--- src/rtl/ict_pkg.sv ---
// constants, classes and state types for the instruction cycle timing decoder
// Summary of operation
// - a single word is 24 bits, its top 8 bits select the instruction type
// - double-word instructions gather two consecutive words into one 48-bit field
// - the second word of a double-word instruction has its top 8 bits zero
// - a lone second word executes as a no-operation without side effects
// - single words take one cycle, two or three when a test is true or PC changes
// - every extra cycle is a no-operation that changes no state
// - branch, indirect call/jump, table access and returns take two or three cycles
// - a taken skip costs two cycles over one word, three over two words
// - double-word data moves take two cycles
// - every double-word instruction executes in exactly two cycles
// - the bit selector is a 4-bit field picking bit 0 to 15
// - the file register address spans 0 to 0x1FFF
// - the accumulator select picks exactly one of accumulators A or B
// - write-back goes to W13 direct or to [W13] post-incremented by two
// - unsigned literals of 1, 4, 5, 8, 14, 16 bits are zero-extended
// - program address literals are 23 bits with least significant bit zero
// - carry, digit carry, negative, overflow and sticky zero flags are kept
// - file register instructions naming the default register use W0
package ict_pkg;

  localparam int INSTR_W = 24;
  localparam int OPC_W   = 8;
  localparam int OPC_MSB = 23;
  localparam int OPC_LSB = 16;
  localparam int DBL_W   = 48;

  localparam int BITSEL_MSB = 15;
  localparam int BITSEL_LSB = 12;
  localparam int FADDR_W    = 13;
  localparam logic [12:0] FADDR_MAX = 13'h1FFF;
  localparam int ACCSEL_BIT = 15;
  localparam int ACCWB_BIT  = 14;
  localparam int DEFAULT_WORKING_REG_BIT   = 13;
  localparam int PADDR_W    = 23;

  localparam logic [3:0] DEFAULT_DEFAULT_WORKING_REG_IDX = 4'h0;
  localparam logic [3:0] WB_REG_IDX       = 4'hD;
  localparam logic [1:0] WB_POST_INC      = 2'h2;

  // literal width codes carried in the low opcode bits
  localparam logic [2:0] LIT_16 = 3'h0;
  localparam logic [2:0] LIT_1  = 3'h1;
  localparam logic [2:0] LIT_4  = 3'h2;
  localparam logic [2:0] LIT_5  = 3'h3;
  localparam logic [2:0] LIT_8  = 3'h4;
  localparam logic [2:0] LIT_14 = 3'h5;

  localparam logic [7:0] OPC_NOP              = 8'h00;
  localparam logic [7:0] OPC_BRANCH_COND      = 8'h31;
  localparam logic [7:0] OPC_BRANCH           = 8'h37;
  localparam logic [7:0] OPC_CALL_IND         = 8'h01;
  localparam logic [7:0] OPC_JUMP_IND         = 8'h03;
  localparam logic [7:0] OPC_TBL_RD           = 8'hBA;
  localparam logic [7:0] OPC_TBL_WR           = 8'hBB;
  localparam logic [7:0] OPC_RETURN           = 8'h06;
  localparam logic [7:0] OPC_INTERRUPT_RETURN = 8'h07;
  localparam logic [7:0] OPC_SKIP             = 8'hE6;
  localparam logic [7:0] OPC_DMOVE            = 8'hBE;
  localparam logic [7:0] OPC_CALL_ABS         = 8'h02;
  localparam logic [7:0] OPC_JUMP_ABS         = 8'h04;

  // total cycles per class
  localparam logic [1:0] CYC_COND_TRUE = 2'h2;
  localparam logic [1:0] CYC_BRANCH    = 2'h2;
  localparam logic [1:0] CYC_INDIRECT  = 2'h2;
  localparam logic [1:0] CYC_TABLE     = 2'h2;
  localparam logic [1:0] CYC_RETURN    = 2'h3;
  localparam logic [1:0] CYC_DMOVE     = 2'h2;
  localparam logic [1:0] CYC_SKIP_SGL  = 2'h2;
  localparam logic [1:0] CYC_SKIP_DBL  = 2'h3;

  typedef enum logic [3:0] {
    CLS_NOP, CLS_NORMAL, CLS_COND, CLS_SKIP, CLS_BRANCH,
    CLS_INDIRECT, CLS_TABLE, CLS_RETURN, CLS_DMOVE, CLS_DOUBLE
  } ict_class_t;

  typedef enum logic [2:0] {
    ST_EXEC  = 3'b001,
    ST_WORD2 = 3'b010,
    ST_FILL  = 3'b100
  } ict_state_t;

endpackage

--- src/rtl/ict_decode.sv ---
// instruction word decode and cycle timing sequencer
`timescale 1ns/1ns
module ict_decode
  import ict_pkg::*;
(
  input  wire logic        ref_clk,
  input  wire logic        resetn,
  input  wire logic        clkEn,
  input  wire logic [23:0] fetchWord,
  input  wire logic        fetchValid,
  input  wire logic [23:0] nextWord,
  input  wire logic        condTrue,
  input  wire logic        flagWe,
  input  wire logic        resCarry,
  input  wire logic        resDigitCarry,
  input  wire logic        resNeg,
  input  wire logic        resOverflow,
  input  wire logic        resZero,
  input  wire logic        stickyZ,
  output logic             fetchReady,
  output logic             pcAdvance,
  output logic [1:0]       pcAdvanceWords,
  output logic             execValid,
  output ict_class_t       execClass,
  output logic [47:0]      execWord,
  output logic             nopSlot,
  output logic             illegalOp,
  output logic [3:0]       bitSelectorField,
  output logic [12:0]      fileAddr,
  output logic [15:0]      litValue,
  output logic             accSel,
  output logic             accWritebackDest,
  output logic [3:0]       workRegIdx,
  output logic [22:0]      programAddressLiteral,
  output logic             carryFlag,
  output logic             digitCarryFlag,
  output logic             negFlag,
  output logic             overflowFlag,
  output logic             zeroFlag
);

  typedef struct packed {
    ict_state_t st;
    logic [1:0]  fillCnt;
    logic [1:0]  advWords;
    logic [23:0] word1;
    logic        fetchReady;
    logic        pcAdvance;
    logic [1:0]  pcAdvanceWords;
    logic        execValid;
    ict_class_t  execClass;
    logic [47:0] execWord;
    logic        nopSlot;
    logic        illegalOp;
    logic [3:0]  bitSel;
    logic [12:0] fileAddr;
    logic [15:0] litValue;
    logic        accSel;
    logic        accWb;
    logic [3:0]  workRegIdx;
    logic [22:0] progAddr;
    logic        fCarry;
    logic        fDigitCarry;
    logic        fNeg;
    logic        fOverflow;
    logic        fZero;
  } ict_regs_t;

  localparam ict_regs_t RST = '{
    st:         ST_EXEC,
    execClass:  CLS_NOP,
    fetchReady: 1'b1,
    default:    '0
  };

  ict_regs_t  r;
  ict_regs_t  n;

  ict_class_t curClass;
  ict_class_t nextClass;
  logic [2:0] curLitSel;
  logic [2:0] unusedLitSel;
  logic [3:0] xBitSel;
  logic [12:0] xFileAddr;
  logic [15:0] xLitValue;
  logic       xAccSel;
  logic       xAccWb;
  logic [3:0] xWorkReg;
  logic       take;
  logic       nextIsDouble;
  logic [1:0] extra;
  logic [22:0] dblAddr;

  ict_op_class u_cur_class (
    .opcode  (fetchWord[OPC_MSB:OPC_LSB]),
    .opClass (curClass),
    .litSel  (curLitSel)
  );

  // lookahead on the word after a skip decides how much it hides
  ict_op_class u_next_class (
    .opcode  (nextWord[OPC_MSB:OPC_LSB]),
    .opClass (nextClass),
    .litSel  (unusedLitSel)
  );

  ict_field_extract u_fields (
    .word             (fetchWord),
    .litSel           (curLitSel),
    .bitSelectorField (xBitSel),
    .fileAddr         (xFileAddr),
    .litValue         (xLitValue),
    .accSel           (xAccSel),
    .accWritebackDest (xAccWb),
    .workRegIdx       (xWorkReg)
  );

  assign nextIsDouble = (nextClass == CLS_DOUBLE);
  // address literal: low 16 bits in word one, upper 7 in word two
  assign dblAddr = {fetchWord[6:0], r.word1[15:0]};

  always_comb begin
    n = r;
    take = 1'b0;
    extra = 2'h0;
    case (curClass)
      CLS_COND:     extra = condTrue ? CYC_COND_TRUE - 2'h1 : 2'h0;
      CLS_SKIP: begin
        if (condTrue) begin
          extra = (nextIsDouble ? CYC_SKIP_DBL : CYC_SKIP_SGL) - 2'h1;
        end
      end
      CLS_BRANCH:   extra = CYC_BRANCH - 2'h1;
      CLS_INDIRECT: extra = CYC_INDIRECT - 2'h1;
      CLS_TABLE:    extra = CYC_TABLE - 2'h1;
      CLS_RETURN:   extra = CYC_RETURN - 2'h1;
      CLS_DMOVE:    extra = CYC_DMOVE - 2'h1;
      default:      extra = 2'h0;
    endcase
    if (clkEn) begin
      n.execValid = 1'b0;
      n.pcAdvance = 1'b0;
      n.nopSlot   = 1'b0;
      n.illegalOp = 1'b0;
      // flags move only on a real execute cycle, never on a filler
      if (r.execValid && flagWe && r.execClass != CLS_NOP) begin
        n.fCarry      = resCarry;
        n.fDigitCarry = resDigitCarry;
        n.fNeg        = resNeg;
        n.fOverflow   = resOverflow;
        // sticky mode can only clear zero, so multi-word compares chain
        n.fZero = stickyZ ? (r.fZero & resZero) : resZero;
      end
      case (r.st)
        ST_EXEC: begin
          if (fetchValid) begin
            take = 1'b1;
            n.pcAdvanceWords = 2'h1;
            if (curClass == CLS_DOUBLE) begin
              n.word1     = fetchWord;
              n.st        = ST_WORD2;
              n.pcAdvance = 1'b1;
            end else begin
              n.execValid  = 1'b1;
              n.execClass  = curClass;
              n.execWord   = {24'h000000, fetchWord};
              n.bitSel     = xBitSel;
              n.fileAddr   = xFileAddr;
              n.litValue   = xLitValue;
              n.accSel     = xAccSel;
              n.accWb      = xAccWb;
              n.workRegIdx = xWorkReg;
              if (extra == 2'h0) begin
                n.pcAdvance = 1'b1;
              end else begin
                // hold fetch until the filler cycles are done
                n.st         = ST_FILL;
                n.fetchReady = 1'b0;
                n.fillCnt    = extra;
                n.advWords   = (curClass == CLS_SKIP) ? extra + 2'h1 : 2'h1;
              end
            end
          end
        end
        ST_WORD2: begin
          if (fetchValid) begin
            take = 1'b1;
            n.st = ST_EXEC;
            n.pcAdvance = 1'b1;
            n.pcAdvanceWords = 2'h1;
            // a malformed pair is dropped rather than executed half-decoded
            if (fetchWord[OPC_MSB:OPC_LSB] != 8'h00 || dblAddr[0]) begin
              n.illegalOp = 1'b1;
            end else begin
              n.execValid = 1'b1;
              n.execClass = CLS_DOUBLE;
              n.execWord  = {r.word1, fetchWord};
              n.progAddr  = dblAddr;
              n.fileAddr  = r.word1[FADDR_W-1:0];
              n.litValue  = r.word1[15:0];
            end
          end
        end
        ST_FILL: begin
          n.nopSlot = 1'b1;
          n.fillCnt = r.fillCnt - 2'h1;
          if (r.fillCnt == 2'h1) begin
            n.st             = ST_EXEC;
            n.fetchReady     = 1'b1;
            n.pcAdvance      = 1'b1;
            n.pcAdvanceWords = r.advWords;
          end
        end
        default: begin
          n.st         = ST_EXEC;
          n.fetchReady = 1'b1;
        end
      endcase
    end
  end

  always_ff @(posedge ref_clk) begin
    if (!resetn) begin
      r <= RST;
    end else begin
      r <= n;
    end
  end

  assign fetchReady            = r.fetchReady;
  assign pcAdvance             = r.pcAdvance;
  assign pcAdvanceWords        = r.pcAdvanceWords;
  assign execValid             = r.execValid;
  assign execClass             = r.execClass;
  assign execWord              = r.execWord;
  assign nopSlot               = r.nopSlot;
  assign illegalOp             = r.illegalOp;
  assign bitSelectorField      = r.bitSel;
  assign fileAddr              = r.fileAddr;
  assign litValue              = r.litValue;
  assign accSel                = r.accSel;
  assign accWritebackDest      = r.accWb;
  assign workRegIdx            = r.workRegIdx;
  assign programAddressLiteral = r.progAddr;
  assign carryFlag             = r.fCarry;
  assign digitCarryFlag        = r.fDigitCarry;
  assign negFlag               = r.fNeg;
  assign overflowFlag          = r.fOverflow;
  assign zeroFlag              = r.fZero;
endmodule // ict_decode

--- src/rtl/ict_field_extract.sv ---
// operand field extraction from one instruction word
`timescale 1ns/1ns
module ict_field_extract
  import ict_pkg::*;
(
  input  wire logic [23:0] word,
  input  wire logic [2:0]  litSel,
  output logic [3:0]       bitSelectorField,
  output logic [12:0]      fileAddr,
  output logic [15:0]      litValue,
  output logic             accSel,
  output logic             accWritebackDest,
  output logic [3:0]       workRegIdx
);

  assign bitSelectorField = word[BITSEL_MSB:BITSEL_LSB];
  assign fileAddr         = word[FADDR_W-1:0];
  assign accSel           = word[ACCSEL_BIT];
  assign accWritebackDest = word[ACCWB_BIT];
  // default register bit overrides the encoded register
  assign workRegIdx = word[DEFAULT_WORKING_REG_BIT] ? DEFAULT_DEFAULT_WORKING_REG_IDX : word[3:0];

  always_comb begin
    case (litSel)
      LIT_1:   litValue = {15'h0000, word[0]};
      LIT_4:   litValue = {12'h000, word[3:0]};
      LIT_5:   litValue = {11'h000, word[4:0]};
      LIT_8:   litValue = {8'h00, word[7:0]};
      LIT_14:  litValue = {2'h0, word[13:0]};
      default: litValue = word[15:0];
    endcase
  end

endmodule // ict_field_extract

--- src/rtl/ict_op_class.sv ---
// opcode to instruction class and literal width lookup
`timescale 1ns/1ns
module ict_op_class
  import ict_pkg::*;
(
  input  wire logic [7:0] opcode,
  output ict_class_t      opClass,
  output logic [2:0]      litSel
);

  always_comb begin
    litSel = opcode[2:0];
    case (opcode)
      OPC_NOP:                      opClass = CLS_NOP;
      OPC_BRANCH_COND:              opClass = CLS_COND;
      OPC_SKIP:                     opClass = CLS_SKIP;
      OPC_BRANCH:                   opClass = CLS_BRANCH;
      OPC_CALL_IND, OPC_JUMP_IND:   opClass = CLS_INDIRECT;
      OPC_TBL_RD, OPC_TBL_WR:       opClass = CLS_TABLE;
      OPC_RETURN,
      OPC_INTERRUPT_RETURN:         opClass = CLS_RETURN;
      OPC_DMOVE:                    opClass = CLS_DMOVE;
      OPC_CALL_ABS, OPC_JUMP_ABS:   opClass = CLS_DOUBLE;
      default:                      opClass = CLS_NORMAL;
    endcase
  end

endmodule // ict_op_class

--- config.mk ---
export PLATFORM = sky130hd
export DESIGN_NAME = ict_decode
export DESIGN_NICKNAME = d
export VERILOG_FILES = /design/src/rtl/ict_pkg.sv /design/src/rtl/ict_decode.sv /design/src/rtl/ict_field_extract.sv /design/src/rtl/ict_op_class.sv
export SDC_FILE = /design/constraint.sdc
export NUM_CORES = 1
export LEC_CHECK = 0
export BUFFER_PORTS_ARGS = -buffer_cell sky130_fd_sc_hd__buf_2
export CAP_MARGIN = 20
export CORE_MARGIN = 1.5
export CORE_UTILIZATION = 48
export CTS_CLUSTER_SIZE = 16
export DETAILED_ROUTE_END_ITERATION = 8
export PLACE_DENSITY_LB_ADDON = 0.15
export SYNTH_ARGS = -nofsm -noshare
export SYNTH_HDL_FRONTEND = slang
export SYNTH_SLANG_ARGS = --single-unit
--- constraint.sdc ---
create_clock -name ref_clk -period 3 [get_ports ref_clk]
set_clock_uncertainty 0.1 [all_clocks]
set_input_delay 0.3 -clock ref_clk [delete_from_list [all_inputs] [get_ports ref_clk]]
set_output_delay 0.3 -clock ref_clk [all_outputs]
set_load 0.005 [all_outputs]
== Word level (Yosys, flattened, before mapping) ==
Index checks and enable logic that the tools add are counted.
Storage, ports and cells
  bits in registers: 157
  memory bits (read-only): 0
  bits in latches: 0
  memories kept: 0
  input bits: 60
  bits in writable memories: 0
Operators by class
  muxes and demuxes: 39
  reductions and logical operators: 30
  shifts and indexed selects: 0
  order comparisons: 0
  bitwise gates (word level): 5
  eq/ne operators: 49
  add/sub/neg operators: 3
  $mul: 0
  divide/modulo/power cells: 0
Operators by type and width (number)
  $mux 53: 2
  $pmux 53 s2: 1
  $mux 88: 1
  $pmux 16 s5: 1
  $pmux 4 s9: 2
  $mux 35: 2
  $eq 8x8->1 const B: 8
  $mux 29: 2
  $pmux 29 s2: 1
  $mux 56: 1
  $eq 8x3->1 const B: 6
  $eq 8x2->1 const B: 4
  $eq 8x6->1 const B: 4
  $mux 24: 1
  $reduce_and 5->1: 4
  $pmux 3 s3: 2
  $eq 4x3->1 const B: 4
  $eq 8x1->1 const B: 2
  $logic_not 8->1: 2
  $reduce_or 2->1: 8
  $eq 4x4->1 const B: 3
  $mux 4: 3
  $ne 2x2->1 const B: 6
  $reduce_and 4->1: 3
  27 further kinds: 53

== Longest topological paths before layout ==
  word-level depth: 14
  depth in mapped cells: 12
  gate-level depth less buffers: 11

== Cells and area by module ==
From an unflattened synthesis, not the netlist that was laid out.
Second synthesis, totals
  cell total of the unflattened synthesis: 978
  area, all modules: 8314.2 µm²
By module, submodules not included
  ict_decode: cells an instance 858, times used 1, area an instance 7455.9 µm²
  ict_field_extract: cells an instance 46, times used 1, area an instance 330.3 µm²
  ict_op_class (u_next_class): cells an instance 39, times used 1, area an instance 277.8 µm²
  ict_op_class (u_cur_class): cells an instance 35, times used 1, area an instance 250.2 µm²

== Least setup slack after synthesis ==
No wires, ideal clock.
  path kind: input-to-reg
  from: input fetchWord[19]
  to: register r[151] in the netlist's numbering
  path buffers: 1
  slack: -0.172 ns
  arrival time: 2.958 ns
  stages: 12
  cell sequence: or4_1 -> buf_2 -> or4b_2 -> and3_1 -> a21oi_1 -> nor2_1 -> ha_1 -> inv_1 -> o41ai_1 -> or3_1 -> and2_1 -> o21a_1
On the way
  longest elaborated chain between the ends: 9
RTL lines
  from (decl): line ict_decode.sv:9  | input wire logic [23:0] fetchWord,
  $eq 8x2->1, or another cell as far along: line ict_op_class.sv:13  | case (opcode)
  $reduce_or 2->1: line ict_op_class.sv:13
  $pmux 4 s9 *: line ict_op_class.sv:13
  parallel branches: the longest is 6 deep, another holds $add 2x1->2
  to (signal assigned): line ict_decode.sv:226  | r <= n;
  to (decl): line ict_decode.sv:76  | ict_regs_t r;
Mark *: on every way between the ends.
A chain may end at the register's enable or synchronous reset.

== Worst setup path in the final report ==
Ends and elaborated chain as after synthesis.

==> load_flow_metrics.sql <==
INSERT INTO impl_metrics (metric_group, metric, value, unit) VALUES
('outcome', 'status', 'finished, final reports clean', ''),
('setup_path', 'r2r_end', 'fileAddr[4]', ''),
('synth', 'synthDominantCellAreaShare', '43.0', '%'),
('setup_path', 'critical_path_peak_fanout', '5', ''),
('hold_path', 'hold_depth', '3', ''),
('grt', 'wire_length_of_the_first_global_routing_pass', '30400', 'microns'),
('finish', 'drive_above_1_share', '27.9', '%'),
('timing', 'final_setup_violating_endpoints', '0', ''),
('cts', 'tritoncts.num_buffers', '17', ''),
('cts', 'clock-sinks', '154', ''),
('detailed_routing', 'dr.first_iter.drc_count', '483', ''),
('synth', 'synth_compound_area_share', '18.5', '%'),
('job', 'cap_violations', '0', ''),
('synth', 'ys_seq_area_share', '43.0', '%'),
('setup_path', 'reg2reg_from', 'r[154]', ''),
('floorplan', 'die_area', '0.0157', 'sq mm'),
('cts', 'cts_repair_resize_count', '0', ''),
('power', 'power.share.clock', '47.8', '%'),
('setup_path', 'worstPathCellList', 'buf_2, or4_4, or4b_4, and3_4, a21oi_1, nor2_1, ha_2, inv_2, o41ai_2, or3_1, and2_1, o21a_1', ''),
('synth', 'largest_family_of_logic_cells_by_synthesized_area', 'simple AND/OR/NAND/NOR gates', ''),
('placed_design', 'dp.cells', '1065', ''),
('setup_path', 'critPathLaunch', 'fetchWord[19]', ''),
('power', 'power_per_cell_area', '588', 'mW/mm^2'),
('placed_design', 'gp_congestion', '0.857', ''),
('floorplan', 'placeableCoreArea', '0.0145', 'sq mm'),
('finish', 'numnets_final', '962', ''),
('synth', 'async_flop_share', '0', '%'),
('power', 'power.share.sequential', '45.0', '%'),
('grt', 'grt_antenna_before_repair', '0', ''),
('hold_path', 'min_path_type', 'input port to flip-flop', ''),
('setup_path', 'timing.critical_path.slowest_stage_cell', 'sky130_fd_sc_hd__or4_4', ''),
('placed_design', 'preCtsSetupSlack', '-0.154', 'ns'),
('timing', 'slew_violations', '0', ''),
('finish', 'antennaDiodeCount', '0', ''),
('synth', 'synth.avg_cell_area', '8.30', 'sq um'),
('synth', 'synth_adder_area_share', '0.349', '%'),
('setup_path', 'setup.reg_to_reg.worst_slack', '0.43', 'ns'),
('floorplan', 'standard_cell_row_count', '44', ''),
('finish', 'layout.cells.non_filler', '1097', ''),
('detailed_routing', 'avgViaCountPerCell', '5.63', ''),
('synth', 'area_of_the_mapped_netlist', '0.00716', 'sq mm'),
('synth', 'synth-xor-area-share', '0.367', '%'),
('synth', 'number_of_enable_type_register_cells_in_the_synthesized_netlist', '0', ''),
('setup_path', 'worst-r2r-cell-count', '6', ''),
('floorplan', 'die-width', '125', 'microns'),
('synth', 'largest_cells_by_area_after_synthesis', 'sky130_fd_sc_hd__dfxtp_1 (43%), sky130_fd_sc_hd__buf_4 (13%), sky130_fd_sc_hd__a21oi_1 (8.0%), sky130_fd_sc_hd__nand2_1 (6.2%), sky130_fd_sc_hd__nand3_1 (4.5%)', ''),
('cts', 'worst_skew_pair.late_latency', '0.42', 'ns'),
('synth', 'synthMuxAreaShare', '0.838', '%'),
('floorplan', 'start_util', '49.3', '%'),
('cts', 'tritoncts_clock_tree', 'done', ''),
('setup_path', 'startpoint_type_of_the_worst_setup_path', 'input port', ''),
('synth', 'synth_area_leader_cell', 'sky130_fd_sc_hd__dfxtp_1', ''),
('setup_path', 'critical-path-top-delay-family', 'simple AND/OR/NAND/NOR gates', ''),
('timing', 'final_sum_of_negative_setup_slack', '0', 'ns'),
('setup_path', 'data_arrival_critical_path', '2.94', 'ns'),
('timing', 'final_hold_vio_count', '0', ''),
('grt', 'grt_overflow', '0', ''),
('cts', 'cts_setup_buffers', '0', ''),
('floorplan', 'chipHeight', '125', 'microns'),
('timing', 'final.min_clock_period', '2.73', 'ns'),
('setup_path', 'worstSetupEndpoint', 'r[151]', ''),
('timing', 'layout_setup_ws', '0.275', 'ns'),
('detailed_routing', 'detailed_router_iteration_count_before_antenna_repair', '6', ''),
('timing', 'timing.max_slew.rel_slack', '48.8', '%'),
('finish', 'area_delta_synth_final', '11.8', '%'),
('grt', 'grtUsageTotal', '24.2', '%'),
('cts', 'h_tree_levels', '4', ''),
('power', 'switching_power', '1.10', 'mW'),
('detailed_routing', 'drc', '0', ''),
('cts', 'cts-root-buf', 'sky130_fd_sc_hd__clkbuf_16', ''),
('setup_path', 'timing.critical_path.required', '3.22', 'ns');
## layout by cell type (no fill, tap or decap), types with 8 or more instances in the layout
| master | Yosys | final |
|---|---|---|
| sky130_fd_sc_hd__buf_2 | 12 | 169 |
| sky130_fd_sc_hd__dfxtp_1 | 154 | 154 |
| sky130_fd_sc_hd__nand2_1 | 119 | 118 |
| sky130_fd_sc_hd__a21oi_1 | 115 | 115 |
| sky130_fd_sc_hd__nand3_1 | 64 | 64 |
| sky130_fd_sc_hd__o21ai_0 | 28 | 28 |
| sky130_fd_sc_hd__buf_4 | 122 | 26 |
| sky130_fd_sc_hd__nor2_1 | 23 | 23 |
| sky130_fd_sc_hd__nor3_1 | 22 | 22 |
| sky130_fd_sc_hd__clkbuf_16 | 0 | 17 |
| sky130_fd_sc_hd__and3_1 | 10 | 9 |
| sky130_fd_sc_hd__a211oi_1 | 8 | 8 |
| sky130_fd_sc_hd__a311oi_1 | 8 | 8 |
## final cells by class
type	count	area (sq um)
inverters	7	28.8
multi-input cells	521	2920
fillers	1404	6520
well taps	184	230
clock buffers	20	467
flip-flops and latches	154	3080
repair buffers	199	1120
clock inverters	12	160
## power groups by stage
| stage | clock, mW | sequential (mW) | combinational [mW] |
|---|---|---|---|
| 2_1_floorplan | 0 | 2.15 | 0.248 |
| 3_3_place_gp | 0 | 2.16 | 0.331 |
| 3_5_place_dp | 0 | 2.16 | 0.338 |
| 4_1_cts | 2.29 | 2.12 | 0.338 |
| 5_1_grt | 2.38 | 2.12 | 0.370 |
| 6_report | 2.25 | 2.12 | 0.340 |
## cells by family (layout without fill, tap and decap cells)
family / after synthesis / in the layout
buffers and inverters: 188 / 238
adder cells (fa/ha/maj): 2 / 2
AO/OA/AOI/OAI: 219 / 219
XOR/XNOR: 3 / 3
flip-flops: 154 / 154
multiplexers: 6 / 6
AND/OR/NAND/NOR: 291 / 291
## synthesized netlist by cell type, types with 7 or more instances
cell type                    n
sky130_fd_sc_hd__clkbuf_1   42
sky130_fd_sc_hd__nor3_1     22
sky130_fd_sc_hd__buf_2      12
sky130_fd_sc_hd__nand3_1    64
sky130_fd_sc_hd__nor2_1     23
sky130_fd_sc_hd__nand2_1   119
sky130_fd_sc_hd__and3_1     10
sky130_fd_sc_hd__a21oi_1   115
sky130_fd_sc_hd__a211oi_1    8
sky130_fd_sc_hd__buf_4     122
sky130_fd_sc_hd__a32oi_1     7
sky130_fd_sc_hd__dfxtp_1   154
sky130_fd_sc_hd__a311oi_1    8
sky130_fd_sc_hd__o21ai_1     7
sky130_fd_sc_hd__o21ai_0    28
## tightest hold or removal path, cell delays in order
cell and delay [ns]:
sky130_fd_sc_hd__buf_2 0.07, sky130_fd_sc_hd__mux2i_1 0.06, sky130_fd_sc_hd__nor2_1 0.07
## registers in the layout, summed over array words and instances, names as in the netlist, 2 cells and up
name,cells
execWord,48
execClass,4
r,15
litValue,15
workRegIdx,4
bitSelectorField,4
dblAddr,16
programAddressLiteral,23
pcAdvanceWords,2
fileAddr,13
## per-stage QoR
| stage | utilization [%] | instance area (sq um) | total power, mW |
|---|---|---|---|
| floorplan | - | 7200 | 2.40 |
| global placement | 50.8 | 7380 | 2.49 |
| detailed placement | 50.8 | 7380 | 2.50 |
| CTS | 55.1 | 8010 | 4.74 |
| global route | 55.1 | 8010 | 4.87 |
| finish | 55.1 | 8010 | 4.71 |
## layer usage
metal  track usage, %  vias up  share of wire [%]
met4             11.6        0                3.3
met2             39.7      229                 48
met1             30.3     2922                 43
met3             5.13       37                6.1
li1                 -     2992                  -
met5                0        -                  0
## worst min path at each step
stage             startpoint             to
4_1_cts               resNeg        negFlag
2_1_floorplan   execWord[24]   execWord[24]
3_5_place_dp    execWord[24]   execWord[24]
3_3_place_gp   workRegIdx[3]  workRegIdx[3]
6_report              resNeg        negFlag
5_1_grt             resCarry      carryFlag
No activity file was read; power rests on OpenSTA's default activity.
